<file path="src/pkg/pds_pkg.sv">
// constants and carrier types for paged data space address generation
package pds_pkg;

    // ----------------
    // register map (byte offsets on apb)
    // ----------------
    localparam logic [7:0]  PDS_OFS_PAGE   = 8'h00;
    localparam logic [7:0]  PDS_OFS_SP     = 8'h04;
    localparam logic [7:0]  PDS_OFS_FP     = 8'h08;
    localparam logic [7:0]  PDS_OFS_CTRL   = 8'h0c;
    localparam logic [7:0]  PDS_OFS_STATUS = 8'h10;

    // ----------------
    // field positions and reset values
    // ----------------
    localparam int          PDS_CTRL_FPA_BIT    = 0;
    localparam int          PDS_STAT_TRAP_BIT   = 0;
    localparam int          PDS_STAT_PSWR_BIT   = 1;
    localparam int          PDS_STAT_CNT_LSB    = 8;
    localparam int          PDS_PAGE_PS_BIT     = 9;
    localparam logic [9:0]  PDS_PAGE_RESET      = 10'h001;
    localparam logic [15:0] PDS_SP_RESET        = 16'h1000;
    localparam logic [15:0] PDS_FP_RESET        = 16'h0000;

    // ----------------
    // page boundary values and stack step
    // ----------------
    localparam logic [9:0]  PDS_PAGE_ZERO       = 10'h000;
    localparam logic [9:0]  PDS_PAGE_FIRST      = 10'h001;
    localparam logic [9:0]  PDS_PAGE_PS_FIRST   = 10'h200;
    localparam logic [9:0]  PDS_PAGE_PS_LAST    = 10'h3ff;
    localparam logic [15:0] PDS_STACK_STEP      = 16'h0002;

    // ----------------
    // addressing modes, stack commands and stack states (one-hot)
    // ----------------
    typedef enum logic [5:0] {
        PDS_MODE_PLAIN   = 6'b000001,
        PDS_MODE_PRE     = 6'b000010,
        PDS_MODE_POST    = 6'b000100,
        PDS_MODE_REGOFS  = 6'b001000,
        PDS_MODE_MODULO  = 6'b010000,
        PDS_MODE_BITREV  = 6'b100000
    } pds_mode_e;

    typedef enum logic [3:0] {
        PDS_STK_NONE     = 4'b0001,
        PDS_STK_CALL     = 4'b0010,
        PDS_STK_EXC      = 4'b0100,
        PDS_STK_POP      = 4'b1000
    } pds_stk_e;

    typedef enum logic [1:0] {
        PDS_ST_IDLE      = 2'b01,
        PDS_ST_PUSH_HI   = 2'b10
    } pds_state_e;

    // ----------------
    // carriers
    // ----------------
    typedef struct packed {
        logic        valid;
        logic        write;
        logic        stack_ptr;
        pds_mode_e   mode;
        logic [15:0] base;
        logic [15:0] offset;
    } pds_req_s;

    typedef struct packed {
        logic        valid;
        logic        addr_err;
        logic        prog_space;
        logic [23:0] addr;
        logic [15:0] new_ptr;
    } pds_rsp_s;

    typedef struct packed {
        logic        valid;
        logic [15:0] addr;
        logic [15:0] data;
    } pds_stk_wr_s;

endpackage : pds_pkg

</file>
<file path="src/verilog/pds_addr_gen.sv">
// paged data space address generator with stack pointer logic
//
// Functional notes
// - page bits 8:0 and ea bits 14:0 give 24-bit address
// - pages 0x200 up map program space, reads only
// - upper half access with page zero traps
// - page carry only for pre/post modified pointers
// - overflow increments, underflow decrements page, ea15 set
// - offset/modulo/bitrev carry wraps within current page
// - 0x2ff and 0x300 step across, ea15 stays
// - 0x3ff overflow, 0x001/0x200 underflow clear ea15
// - lower half always reaches base data space
// - page register resets to 0x001
// - software clear of page has no effect
// - nonzero pages only through upper address half
// - stack pointer bit0 always zero
// - stack pointer resets to 0x1000
// - stack grows up, post-inc push, pre-dec pop
// - pc low word first, then zero-extended high
// - exception push carries status low byte
// - stack pointer never paged, active frame pointer paged like any other pointer
// - stack pointer auto-updated yet software accessible
//
// The APB slave port and the address map were chosen for this implementation.
`timescale 1ns/1ps
`default_nettype none

module pds_addr_gen #(
    parameter int APB_AW = 8
) (
    input  wire logic                 sys_clk,
    input  wire logic                 reset,
    // apb slave
    input  wire logic                 psel,
    input  wire logic                 penable,
    input  wire logic                 pwrite,
    input  wire logic [APB_AW-1:0]    paddr,
    input  wire logic [31:0]          pwdata,
    output logic                      pready,
    output logic      [31:0]          prdata,
    output logic                      pslverr,
    // cpu address request
    input  wire pds_pkg::pds_req_s    agu_req,
    output pds_pkg::pds_rsp_s         agu_rsp,
    // cpu stack port
    input  wire pds_pkg::pds_stk_e    stk_cmd,
    input  wire logic [22:0]          pc_value,
    input  wire logic [7:0]           status_low_byte,
    input  wire logic                 sp_wr_en,
    input  wire logic [15:0]          sp_wr_data,
    input  wire logic                 fp_wr_en,
    input  wire logic [15:0]          fp_wr_data,
    output pds_pkg::pds_stk_wr_s      stk_wr,
    output logic                      stk_busy,
    output logic      [15:0]          pop_addr,
    output logic      [15:0]          stack_pointer_reg,
    output logic      [15:0]          frame_pointer_reg,
    output logic      [9:0]           data_read_page_reg,
    output logic                      frame_pointer_active
);
    import pds_pkg::*;

    // ----------------
    // parameter check
    // ----------------
    generate
        if (APB_AW < 5 || APB_AW > 16) begin : g_bad_aw
            $error("pds_addr_gen: APB_AW must be 5 to 16");
        end
    endgenerate

    // ----------------
    // state
    // ----------------
    typedef struct packed {
        pds_state_e  state;
        logic [9:0]  page;
        logic [15:0] sp;
        logic [15:0] fp;
        logic        fpa;
        logic        trap_flag;
        logic        pswr_flag;
        logic [7:0]  trap_cnt;
        logic [15:0] hi_word;
        logic [31:0] rdata;
        pds_rsp_s    rsp;
        pds_stk_wr_s stk;
    } pds_st_s;

    pds_st_s st_r;
    pds_st_s st_nxt;

    // ----------------
    // address arithmetic
    // ----------------
    logic [16:0] sum17;
    logic        ptr_paged;
    logic        ovf;
    logic        unf;
    logic        linear_mode;
    logic        wrap_mode;
    logic [15:0] ea_mod;
    logic [9:0]  page_mod;
    logic [15:0] ea_acc;
    logic [9:0]  page_acc;

    always_comb begin
        sum17       = {1'b0, agu_req.base} + {agu_req.offset[15], agu_req.offset};
        ptr_paged   = !(agu_req.stack_ptr || agu_req.base == st_r.sp);
        linear_mode = (agu_req.mode == PDS_MODE_PRE) || (agu_req.mode == PDS_MODE_POST);
        wrap_mode   = (agu_req.mode == PDS_MODE_REGOFS) || (agu_req.mode == PDS_MODE_MODULO)
                      || (agu_req.mode == PDS_MODE_BITREV);
        ovf         = ptr_paged && agu_req.base[15] && !agu_req.offset[15] && sum17[16];
        unf         = ptr_paged && agu_req.base[15] && agu_req.offset[15] && !sum17[15];
        ea_mod      = sum17[15:0];
        page_mod    = st_r.page;
        if (agu_req.mode == PDS_MODE_PLAIN) begin
            ea_mod = agu_req.base;
        end else if (linear_mode && ovf) begin
            if (st_r.page == PDS_PAGE_PS_LAST) begin
                ea_mod[15] = 1'b0;
            end else begin
                page_mod   = st_r.page + 10'h001;
                ea_mod[15] = 1'b1;
            end
        end else if (linear_mode && unf) begin
            if (st_r.page == PDS_PAGE_FIRST || st_r.page == PDS_PAGE_PS_FIRST) begin
                ea_mod[15] = 1'b0;
            end else begin
                page_mod   = st_r.page - 10'h001;
                ea_mod[15] = 1'b1;
            end
        end else if (wrap_mode && (ovf || unf)) begin
            ea_mod[15] = 1'b1;
        end
        if (agu_req.mode == PDS_MODE_POST) begin
            ea_acc   = agu_req.base;
            page_acc = st_r.page;
        end else begin
            ea_acc   = ea_mod;
            page_acc = page_mod;
        end
    end

    // ----------------
    // apb decode
    // ----------------
    logic        apb_acc;
    logic        apb_wr;
    logic        apb_hit;
    logic [7:0]  apb_ofs;
    logic [31:0] apb_rd;

    always_comb begin
        apb_acc = psel && penable;
        apb_wr  = apb_acc && pwrite;
        apb_ofs = 8'(paddr);
        apb_hit = 1'b1;
        apb_rd  = 32'h0000_0000;
        if (apb_ofs == PDS_OFS_PAGE) begin
            apb_rd = {22'h000000, st_r.page};
        end else if (apb_ofs == PDS_OFS_SP) begin
            apb_rd = {16'h0000, st_r.sp};
        end else if (apb_ofs == PDS_OFS_FP) begin
            apb_rd = {16'h0000, st_r.fp};
        end else if (apb_ofs == PDS_OFS_CTRL) begin
            apb_rd[PDS_CTRL_FPA_BIT] = st_r.fpa;
        end else if (apb_ofs == PDS_OFS_STATUS) begin
            apb_rd[PDS_STAT_TRAP_BIT]               = st_r.trap_flag;
            apb_rd[PDS_STAT_PSWR_BIT]               = st_r.pswr_flag;
            apb_rd[PDS_STAT_CNT_LSB +: 8]           = st_r.trap_cnt;
        end else begin
            apb_hit = 1'b0;
        end
        if (APB_AW > 8 && paddr != APB_AW'(apb_ofs)) begin
            apb_hit = 1'b0;
            apb_rd  = 32'h0000_0000;
        end
    end

    // ----------------
    // next state
    // ----------------
    logic trap_evt;
    logic pswr_evt;

    always_comb begin
        st_nxt           = st_r;
        st_nxt.rsp.valid = 1'b0;
        st_nxt.stk.valid = 1'b0;
        trap_evt         = 1'b0;
        pswr_evt         = 1'b0;

        // software register access
        if (psel && !penable && !pwrite) begin
            st_nxt.rdata = apb_rd;
        end
        if (apb_wr && apb_hit) begin
            if (apb_ofs == PDS_OFS_PAGE) begin
                if (pwdata[9:0] != PDS_PAGE_ZERO) begin
                    st_nxt.page = pwdata[9:0];
                end
            end else if (apb_ofs == PDS_OFS_SP) begin
                st_nxt.sp = {pwdata[15:1], 1'b0};
            end else if (apb_ofs == PDS_OFS_FP) begin
                st_nxt.fp = pwdata[15:0];
            end else if (apb_ofs == PDS_OFS_CTRL) begin
                st_nxt.fpa = pwdata[PDS_CTRL_FPA_BIT];
            end else if (apb_ofs == PDS_OFS_STATUS) begin
                if (pwdata[PDS_STAT_TRAP_BIT]) begin
                    st_nxt.trap_flag = 1'b0;
                end
                if (pwdata[PDS_STAT_PSWR_BIT]) begin
                    st_nxt.pswr_flag = 1'b0;
                end
            end
        end

        // instruction access to pointer registers
        if (fp_wr_en) begin
            st_nxt.fp = fp_wr_data;
        end
        if (sp_wr_en) begin
            st_nxt.sp = {sp_wr_data[15:1], 1'b0};
        end

        // address generation
        if (agu_req.valid) begin
            st_nxt.rsp.valid      = 1'b1;
            st_nxt.rsp.addr_err   = 1'b0;
            st_nxt.rsp.prog_space = 1'b0;
            st_nxt.rsp.new_ptr    = ea_mod;
            if (!ptr_paged || !ea_acc[15]) begin
                st_nxt.rsp.addr = {8'h00, ea_acc};
            end else if (page_acc == PDS_PAGE_ZERO) begin
                st_nxt.rsp.addr     = {8'h00, ea_acc};
                st_nxt.rsp.addr_err = 1'b1;
                trap_evt            = 1'b1;
            end else if (page_acc[PDS_PAGE_PS_BIT]) begin
                st_nxt.rsp.addr       = {page_acc[8:0], ea_acc[14:0]};
                st_nxt.rsp.prog_space = 1'b1;
                if (agu_req.write) begin
                    st_nxt.rsp.addr_err = 1'b1;
                    pswr_evt            = 1'b1;
                end
            end else begin
                st_nxt.rsp.addr = {page_acc[8:0], ea_acc[14:0]};
            end
            if (ptr_paged && !(st_nxt.rsp.addr_err)) begin
                st_nxt.page = page_mod;
            end
        end

        // stack machine
        case (st_r.state)
            PDS_ST_IDLE: begin
                if (stk_cmd == PDS_STK_CALL || stk_cmd == PDS_STK_EXC) begin
                    st_nxt.stk.valid = 1'b1;
                    st_nxt.stk.addr  = st_r.sp;
                    st_nxt.stk.data  = pc_value[15:0];
                    st_nxt.sp        = st_r.sp + PDS_STACK_STEP;
                    if (stk_cmd == PDS_STK_EXC) begin
                        st_nxt.hi_word = {status_low_byte, 1'b0, pc_value[22:16]};
                    end else begin
                        st_nxt.hi_word = {8'h00, 1'b0, pc_value[22:16]};
                    end
                    st_nxt.state = PDS_ST_PUSH_HI;
                end else if (stk_cmd == PDS_STK_POP) begin
                    st_nxt.sp = st_r.sp - PDS_STACK_STEP;
                end
            end
            PDS_ST_PUSH_HI: begin
                st_nxt.stk.valid = 1'b1;
                st_nxt.stk.addr  = st_r.sp;
                st_nxt.stk.data  = st_r.hi_word;
                st_nxt.sp        = st_r.sp + PDS_STACK_STEP;
                st_nxt.state     = PDS_ST_IDLE;
            end
            default: begin
                st_nxt.state = PDS_ST_IDLE;
            end
        endcase
        st_nxt.sp[0] = 1'b0;

        // sticky flags, set wins over clear
        if (trap_evt) begin
            st_nxt.trap_flag = 1'b1;
            st_nxt.trap_cnt  = st_r.trap_cnt + 8'h01;
        end
        if (pswr_evt) begin
            st_nxt.pswr_flag = 1'b1;
        end
    end

    // ----------------
    // registers
    // ----------------
    always_ff @(posedge sys_clk) begin
        if (reset) begin
            st_r           <= '0;
            st_r.state     <= PDS_ST_IDLE;
            st_r.page      <= PDS_PAGE_RESET;
            st_r.sp        <= PDS_SP_RESET;
            st_r.fp        <= PDS_FP_RESET;
        end else begin
            st_r <= st_nxt;
        end
    end

    // ----------------
    // outputs
    // ----------------
    always_comb begin
        pready               = 1'b1;
        pslverr              = psel && penable && !apb_hit;
        prdata               = st_r.rdata;
        agu_rsp              = st_r.rsp;
        stk_wr               = st_r.stk;
        stk_busy             = (st_r.state == PDS_ST_PUSH_HI);
        pop_addr             = st_r.sp - PDS_STACK_STEP;
        stack_pointer_reg    = st_r.sp;
        frame_pointer_reg    = st_r.fp;
        data_read_page_reg   = st_r.page;
        frame_pointer_active = st_r.fpa;
    end

endmodule : pds_addr_gen

`default_nettype wire

</file>
<file path="config.mk">
export PLATFORM = sky130hd
export DESIGN_NAME = pds_addr_gen
export DESIGN_NICKNAME = d
export VERILOG_FILES = /design/src/pkg/pds_pkg.sv /design/src/verilog/pds_addr_gen.sv
export SDC_FILE = /design/constraint.sdc
export NUM_CORES = 1
export LEC_CHECK = 0
export ABC_AREA = 1
export BUFFER_PORTS_ARGS = -buffer_cell sky130_fd_sc_hd__buf_2
export CAP_MARGIN = 25
export CORE_MARGIN = 2
export CORE_UTILIZATION = 28
export DETAILED_ROUTE_END_ITERATION = 6
export SLEW_MARGIN = 20
export SYNTH_ARGS = -nofsm -noshare
export SYNTH_HDL_FRONTEND = slang
export SYNTH_SLANG_ARGS = --single-unit
</file>
<file path="constraint.sdc">
create_clock -name sys_clk -period 4.1 [get_ports sys_clk]
set_clock_uncertainty 0.15 [all_clocks]
set_input_delay 0.41 -clock sys_clk [delete_from_list [all_inputs] [get_ports sys_clk]]
set_output_delay 0.41 -clock sys_clk [all_outputs]
set_load 0.05 [all_outputs]
</file>
## Yosys cells after proc, flatten, opt, wreduce, memory -nomap -nowiden

Index checks and enable logic that the tools add are counted.

- Eq/ne operators: 30
- Add/subtract/negate cells: 6
- Bitwise operators: 4
- Reductions and logical operators: 50
- Mux-type cells: 70

Operator list:

| operator | count |
|---|---|
| 16-bit two-way mux | 10 |
| 10-bit two-way mux | 10 |
| 33-bit case mux with 2 select lines | 1 |
| 24-bit two-way mux | 2 |
| 45-bit two-way mux | 1 |
| 43-bit two-way mux | 1 |
| 35-bit two-way mux | 1 |
| 33-bit two-way mux | 1 |
| 16-bit case mux with 2 select lines | 1 |
| 1-bit two-way mux | 28 |
| 8-bit two-way mux | 3 |
| 2-bit inequality test (second input constant) | 11 |
| 10-bit equality test (second input constant) | 2 |
| 19-bit two-way mux | 1 |
| 2-bit nonzero test | 9 |
| 16-bit by 17-bit adder with 17-bit output | 1 |
| 16-bit by 2-bit adder with 16-bit output (second input constant) | 1 |
| 16-bit equality test | 1 |
| 8-bit by 4-bit equality test with 1-bit output (second input constant) | 2 |
| 16-bit by 2-bit subtractor with 16-bit output (second input constant) | 1 |
| 1-bit logical AND | 15 |
| 15-bit two-way mux | 1 |
| 2-bit two-way mux | 7 |
| 7-bit AND reduction | 2 |
| other kinds (29) | 47 |

- Bits of input ports: 155
- Bits in registers: 179
- Output and inout bits: 170

## Logic depth before layout (Yosys ltp)

Gate-level depths: netlist of the first run.

- Depth in word-level cells: 21
- Gate-level depth with buffers: 27
- Gate-level depth less buffers: 26

## Worst setup path before layout of the first run

No wires, ideal clock.

- Kind: input-to-reg
- From: in agu_req[0] (netlist bit)
- To: reg st_r, in the netlist data_read_page_reg[7]
- Setup slack: 1.082 ns
- Path buffers: 2
- Cell stages on the path: 20
- Arrival: 2.756 ns
- Path through: ha_1 -> fa_1 -> nand3_1 -> nand2_1 -> nand2_1 -> nand2_1 -> a21oi_1 -> nor3_4 -> nand2_2 -> buf_6 -> nand2_1 -> nand2_1 -> nand3_2 -> a21oi_2 -> nand3_1 -> nand3_2 -> buf_6 -> nand2_1 -> nand2_1 -> nor2_1

- Longest elaborated chain between the ends: 18
- Elaborated cells between the ends (all ways): 28

RTL lines:

| item | line | RTL |
|---|---|---|
| start, declared | pds_addr_gen.sv:43 | `input wire pds_pkg::pds_req_s agu_req,` |
| 16-bit by 17-bit adder with 17-bit output * | pds_addr_gen.sv:108 | `sum17 = {1'b0, agu_req.base} + {agu_req.offset[15], agu_req.offset};` |
| branches (longest 15 deep; another with 10-bit two-way mux) | n/a |  |
| 10-bit two-way mux * | pds_addr_gen.sv:249 | `if (ptr_paged && !(st_nxt.rsp.addr_err)) begin` |
| 10-bit two-way mux * | pds_addr_gen.sv:228 | `if (agu_req.valid) begin` |
| end signal, assigned | pds_addr_gen.sv:306 | `st_r <= st_nxt;` |
| end, declared | pds_addr_gen.sv:90 | `pds_st_s st_r;` |

Every way passes the cells marked *. The select of a mux whose other input is x is not followed.
A chain may end at the register's enable or synchronous reset.

## Worst setup path in the final report of the first run

- From: reg st_r, in the netlist stack_pointer_reg[1]
- To: out pop_addr[11]

- Longest elaborated chain between the ends: 1

RTL lines:

| item | line | RTL |
|---|---|---|
| 16-bit by 2-bit subtractor with 16-bit output | pds_addr_gen.sv:320 | `pop_addr = st_r.sp - PDS_STACK_STEP;` |
| end, declared | pds_addr_gen.sv:55 | `output logic [15:0] pop_addr,` |

No other way between the ends.

==> out/qor.txt, run 1 <==
top sig layer: met4
asr flop ratio synth: 0
CTS tree: built
P&R area growth vs syn: 13.9%
global-route wire length before repair: 65,900 um
Finish-stage setup viols: 0
post-CTS setup repair buffer count: 0
Die Y: 205 um
# diodes: 0
initial drt markers: 960
Mapped Area: 11,300 um2
Setup TNS Final: 0 ns
Via Count: 11,800
Final Hold Viols: 0
startpoint types: flop
Yosys reg bits: 160
Skew-Pair Late Insertion Delay: 0.46 ns
most frequent cells in the layout: nand2_1 (445), buf_2 (286), nor2_1 (161), dfxtp_1 (160), a21oi_1 (154)
Layout Nets: 2,059
Met2 Routed Length: 21,200 um
clock root cell: clkbuf_16
Total Wirelength: 44,300 um
total power: 0.00507 W
Reg-to-Reg Start: data_read_page_reg[1]$_SDFF_PP0_
antenna violations before repair: 0
GPL Wtd Cong: 0.936
Max Freq: 289 MHz
number of enable flip-flop cells after synthesis: 0
worst-case reg-to-reg path depth: 22
status: complete, no violations
core box area: 39,800 um2
Fill cells: 4,457
Ys Warns: 0
Slew Viols, Final: 0
std cell rows: 73
R2R Setup Slk: 0.71 ns
via/cell ratio: 4.88
minimum clock period: 3.46 ns
Clock Tree Buf Depth: 2
Worst-Margin Slew: 0.802 ns
main flop type after synthesis: dfxtp_1
WL met3: 3300 um
gr usage total: 0.209
CTS H-tree depth: 4
Die Width: 205 um
hold bufs inserted after CTS: 0
Num CTS Buffers: 17
Cells after Synth: 1,744
Critical Path Source: stack_pointer_reg[1]$_SDFF_PP0_
library cells used by synthesis: 58
GRT overflow: 0
fin util: 0.324
Pleak: 6.18 nW
Setup CP Type: flop to output pin
most common cell after layout, fill and taps aside: nand2_1
Synth Area per Inst: 6.49 um2
number of global-route vias before repair: 11,000
Max FO, Critical Path: 7
max FFs per register: 43
DR WL/cell: 18.3 um
CP Data Required Time: 3.54 ns
path category of the worst min-delay check: input port to flop
RSZ-0062 raised after global routing: no
die area: 42,100 um2
RR Endpoint: st_r[130]$_SDFFE_PP0P_
Residual DRC: 0
Worst Path Arrival: 2.90 ns
Worst Setup EP: pop_addr[11]
Reg clk slew, reported paths: 0.07 ns
pin count of the biggest net entering global routing: 55
Tcrit/Tclk final: 0.845
I/O pin count: 325
PortBufs: 287
MaxCap Viol Count: 0
M1 WL: 19,000 um
CTS resizes: 0
drt first pass iters: 5
critical path endpoint category: output pin
fraction of the yosys area taken by sequential cells: 0.283
post-detail-place hpwl: 34,700 um
initial core utilization: 0.284
Clock Sinks: 160
share of layout cells above drive strength 1: 0.223
Peak VDD IR: 0.265 mV
Rel. slew slack: 0.465
pwr/cell area: 393 nW/um2
Detail Route Antenna Nets: 0
==> per-layer routing <==
metal / vias to the layer above / GRT usage
met2: 431 / 0.349
met4: 0 / 0.0588
met5: - / 0
li1: 5826 / -
met1: 5486 / 0.271
met3: 45 / 0.0410
==> critical path, cell delays in order, from the launching register on <==
cell and delay [ns]:
dfxtp_1 0.45, inv_2 0.11, buf_4 0.18, ha_1 0.22, nand3_1 0.12, nor3_1 0.41, nand2_1 0.17, inv_1 0.12
nand2_1 0.06, xor2_1 0.25, buf_2 0.36
==> where the power goes <==
part	switching (W)	internal (W)
clock	0.000771	0.00102
combinational	0.00115	0.000394
sequential	0.0000957	0.00164
total	0.00202	0.00305
==> cell families after synthesis <==
| group | count (synthesis) | synth area share |
|---|---|---|
| xor gates and xnor gates | 32 | 0.0248 |
| other | 2 | 0.000663 |
| and+or+nand+nor | 765 | 0.283 |
| DFF | 160 | 0.283 |
| buffers and inverters | 384 | 0.188 |
| adders and majority gates | 25 | 0.0283 |
| AOI/OAI and AO/OA | 376 | 0.192 |
==> cell type report <==
| class | count | area (um2) | area share |
|---|---|---|---|
| multi-input combinational | 1218 | 6060 | 0.471 |
| sequential | 160 | 3200 | 0.249 |
| timing repair buffer | 326 | 1730 | 0.134 |
| tap | 525 | 657 | 0.0510 |
| inverter | 156 | 596 | 0.0462 |
| clock buffer | 19 | 453 | 0.0351 |
| clock inverter | 13 | 184 | 0.0143 |
==> cell usage after synthesis, types with 19 or more instances <==
cell / number / share of area
ha_1: 24 / 0.027
nand2_1: 445 / 0.15
a21oi_1: 154 / 0.068
xor2_1: 27 / 0.021
inv_2: 19 / 0.0063
o21ai_0: 118 / 0.052
dfxtp_1: 160 / 0.28
nand3_1: 94 / 0.042
inv_1: 131 / 0.043
clkbuf_1: 51 / 0.017
nor2_1: 163 / 0.054
buf_4: 152 / 0.10
a31oi_1: 25 / 0.014
==> worst min path at each step <==
| stage | slack [ns] | cells after the start | startpoint | end |
|---|---|---|---|---|
| 6_report | 0.03 | 3 | status_low_byte[0] | st_r[116]$_SDFFE_PP0P_ |
| 3_5_place_dp | 0.30 | 2 | stk_wr[17]$_SDFFE_PP0P_ | stk_wr[17]$_SDFFE_PP0P_ |
| 5_1_grt | 0.03 | 3 | pc_value[21] | st_r[113]$_SDFFE_PP0P_ |
| 2_1_floorplan | 0.28 | 2 | st_r[129]$_SDFFE_PP0P_ | st_r[129]$_SDFFE_PP0P_ |
| 3_3_place_gp | 0.30 | 2 | stk_wr[24]$_SDFFE_PP0P_ | stk_wr[24]$_SDFFE_PP0P_ |
| 4_1_cts | 0.01 | 3 | pc_value[21] | st_r[113]$_SDFFE_PP0P_ |
==> metrics by stage <==
step	worst slack (ns)	cell area (um2)	instances	hold slack, ns
after floorplan	1.08	11400	1762	0.284
after global placement	0.394	12300	2385	0.299
after detailed placement	0.396	12300	2385	0.305
after CTS	0.649	12900	2417	0.0147
after global routing	0.434	12900	2417	0.0334
final	0.637	12900	2417	0.0335
Note: power is estimated with default switching activity, not from simulation.
==> inputs of run 2 (changes only) <==
- clock period: 4.1 -> 2.85 ns (I/O delays scaled with it)
==> run 2 against run 1 <==
  * Clock power rose by 28%
  * Setup slack got worse by 0.53 ns
  * Routed wire length rose by 6.2%
  * Die area did not move
  * Register-to-register slack got worse by 0.59 ns
  * Flip-flop and latch count did not move
  * Via count rose by 9.1%
  * Critical endpoint is now pop_addr[13]
  * Design area rose by 18%
  * Utilization rose by 5.7 points
  * Highest routed layer is now met5
==> out/qor.txt, run 2 (synthesis gave the netlist of run 1 again) <==
Critical Path Source: stack_pointer_reg[1]$_SDFF_PP0_ (unchanged)
DR WL/cell: 18.0 um (was 18.3 um)
die area: 42,100 um2 (unchanged)
Num CTS Buffers: 17 (unchanged)
Die Y: 205 um (unchanged)
Clock Tree Buf Depth: 2 (unchanged)
drt first pass iters: 5 (unchanged)
Detail Route Antenna Nets: 0 (unchanged)
I/O pin count: 325 (unchanged)
std cell rows: 73 (unchanged)
pin count of the biggest net entering global routing: 54 (was 55)
max FFs per register: 43 (unchanged)
gr usage total: 0.216 (was 0.209)
Peak VDD IR: 0.470 mV (was 0.265 mV)
total power: 0.00752 W (was 0.00507 W)
Setup TNS Final: 0 ns (unchanged)
crit path cell chain: inv_2, buf_6, ha_4, nand3_2, nor3_4, nand2_2, inv_1, nand3_1, xor2_2, buf_6 (was inv_2, buf_4, ha_1, nand3_1, nor3_1, nand2_1, inv_1, nand2_1, xor2_1, buf_2)
Reg clk slew, reported paths: 0.07 ns (about the same)
Worst-Margin Slew: 1.03 ns (was 0.802 ns)
CP dominant cell by count: buf_6 (was nand2_1)
path category of the worst min-delay check: input port to flop (unchanged)
pwr/cell area: 496 nW/um2 (was 393 nW/um2)
CP max-delay cell: dfxtp_1 (unchanged)
core box area: 39,800 um2 (unchanged)
MaxCap Viol Count: 0 (unchanged)
Final Hold Viols: 0 (unchanged)
Fill cells: 4,284 (was 4,457)
critical path endpoint category: output pin (unchanged)
Via Count: 12,900 (was 11,800)
Setup CP Type: flop to output pin (unchanged)
Pleak: 7.25 nW (was 6.18 nW)
Hold Path Origin: fp_wr_data[4] (was status_low_byte[0])
initial core utilization: 0.284 (unchanged)
startpoint types: flop (unchanged)
Register Area: 3240 um2 (was 3200 um2)
global-route wire length before repair: 68,400 um (was 65,900 um)
Layout Nets: 2,257 (was 2,059)
worst-case reg-to-reg path depth: 21 (was 22)
share of layout cells above drive strength 1: 0.325 (was 0.223)
Die Width: 205 um (unchanged)
Skew-Pair Late Insertion Delay: 0.46 ns (about the same)
Total Wirelength: 47,100 um (was 44,300 um)
CTS H-tree depth: 4 (unchanged)
minimum clock period: 2.74 ns
RSZ-0062 raised after global routing: yes (was no)
initial drt markers: 930 (was 960)
PortBufs: 287 (unchanged)
CTS tree: built (unchanged)
Worst Hold Margin: 0.0368 ns (was 0.0335 ns)
Finish-stage setup viols: 0 (unchanged)
Tcrit/Tclk final: 0.961
Worst Path Arrival: 2.30 ns (was 2.90 ns)
number of global-route vias before repair: 12,100 (was 11,000)
Residual DRC: 0 (unchanged)
Clock Sinks: 160 (unchanged)
Slew Viols, Final: 0 (unchanged)
antenna violations before repair: 5 (was 0)
P&R area growth vs syn: 34.0% (was 13.9%)
clock root cell: clkbuf_16 (unchanged)
CP Data Required Time: 2.41 ns (was 3.54 ns)
Reg-to-Reg Start: data_read_page_reg[1]$_SDFF_PP0_ (unchanged)
GRT overflow: 0 (unchanged)
Max FO, Critical Path: 7 (unchanged)
GPL Wtd Cong: 0.893 (was 0.936)
Max Freq: 365 MHz
Worst path max stage delay: 0.33 ns (was 0.45 ns)
area of the multi-input gates: 6670 um2 (was 6060 um2)
via/cell ratio: 4.91 (was 4.88)
depth of the worst hold-timing path: 3 (unchanged)
post-detail-place hpwl: 36,500 um (was 34,700 um)
most common cell after layout, fill and taps aside: nand2_1 (unchanged)
most frequent cells in the layout: nand2_1 (414), buf_2 (282), buf_4 (178), a21oi_1 (148) (was nand2_1 (445), buf_2 (286), nor2_1 (161), dfxtp_1 (160), a21oi_1 (154))
status: complete, no violations (unchanged)
Rel. slew slack: 0.313 (was 0.465)
run 2: final timing paths:
path                                            end  slack [ns]
hold reg to reg             stk_wr[29]$_SDFFE_PP0P_        0.31
setup reg to reg   data_read_page_reg[7]$_SDFF_PP0_        0.12
setup / recovery                       pop_addr[13]        0.11
hold / removal    frame_pointer_reg[4]$_SDFFE_PP0P_        0.04
run 2: final cells by class:
class / count / share of cell area
inverters: 156 / 0.0406
repair buffers: 522 / 0.225
well taps: 525 / 0.0433
clock buffers: 20 / 0.0308
clock inverters: 12 / 0.00627
flip-flops and latches: 160 / 0.213
diodes: 3 / 0.000495
multi-input cells: 1220 / 0.440
run 2: stage by stage:
step	cells	util	cell area [um2]	setup slack, ns
6_report	2618	0.381	15200	0.110
3_5_place_dp	2512	0.333	13200	-0.544
3_3_place_gp	2512	0.333	13200	-0.427
4_1_cts	2596	0.363	14500	0.00295
5_1_grt	2618	0.381	15200	-0.0554
2_1_floorplan	1762	-	11400	0.000850
run 2: repair_timing:
item / CTS / global route
pin swaps: 2 / 42
buffers inserted: 1 / 18
cloned: 1 / 1
setup endpoints to repair: 28 / 34
hold buffers: 50 / 0
resized for setup: 35 / 144
hold endpoints to repair: 38 / 0
run 2: worst max-delay path: cells and delay by family, from the launching register on:
family,cells,cell delay (ns)
XOR/XNOR,1,0.24
flip-flops,1,0.33
buffers and inverters,4,0.49
AND/OR/NAND/NOR,4,0.61
adder cells (fa/ha/maj),1,0.16
run 2: power breakdown:
group	internal (W)	switching, W	leakage, nW
Sequential	0.00236	0.000109	1.31
Clock	0.00120	0.00108	0.280
Combinational	0.000898	0.00186	5.65
run 2: per-layer routing:
metal  up-vias  routed length [um]  GRT usage
li1       6231                   -          -
met1      5958               19400      0.268
met2       559               22300      0.363
met3       112                3370     0.0390
met4         2                1950     0.0930
met5         -                  13          0
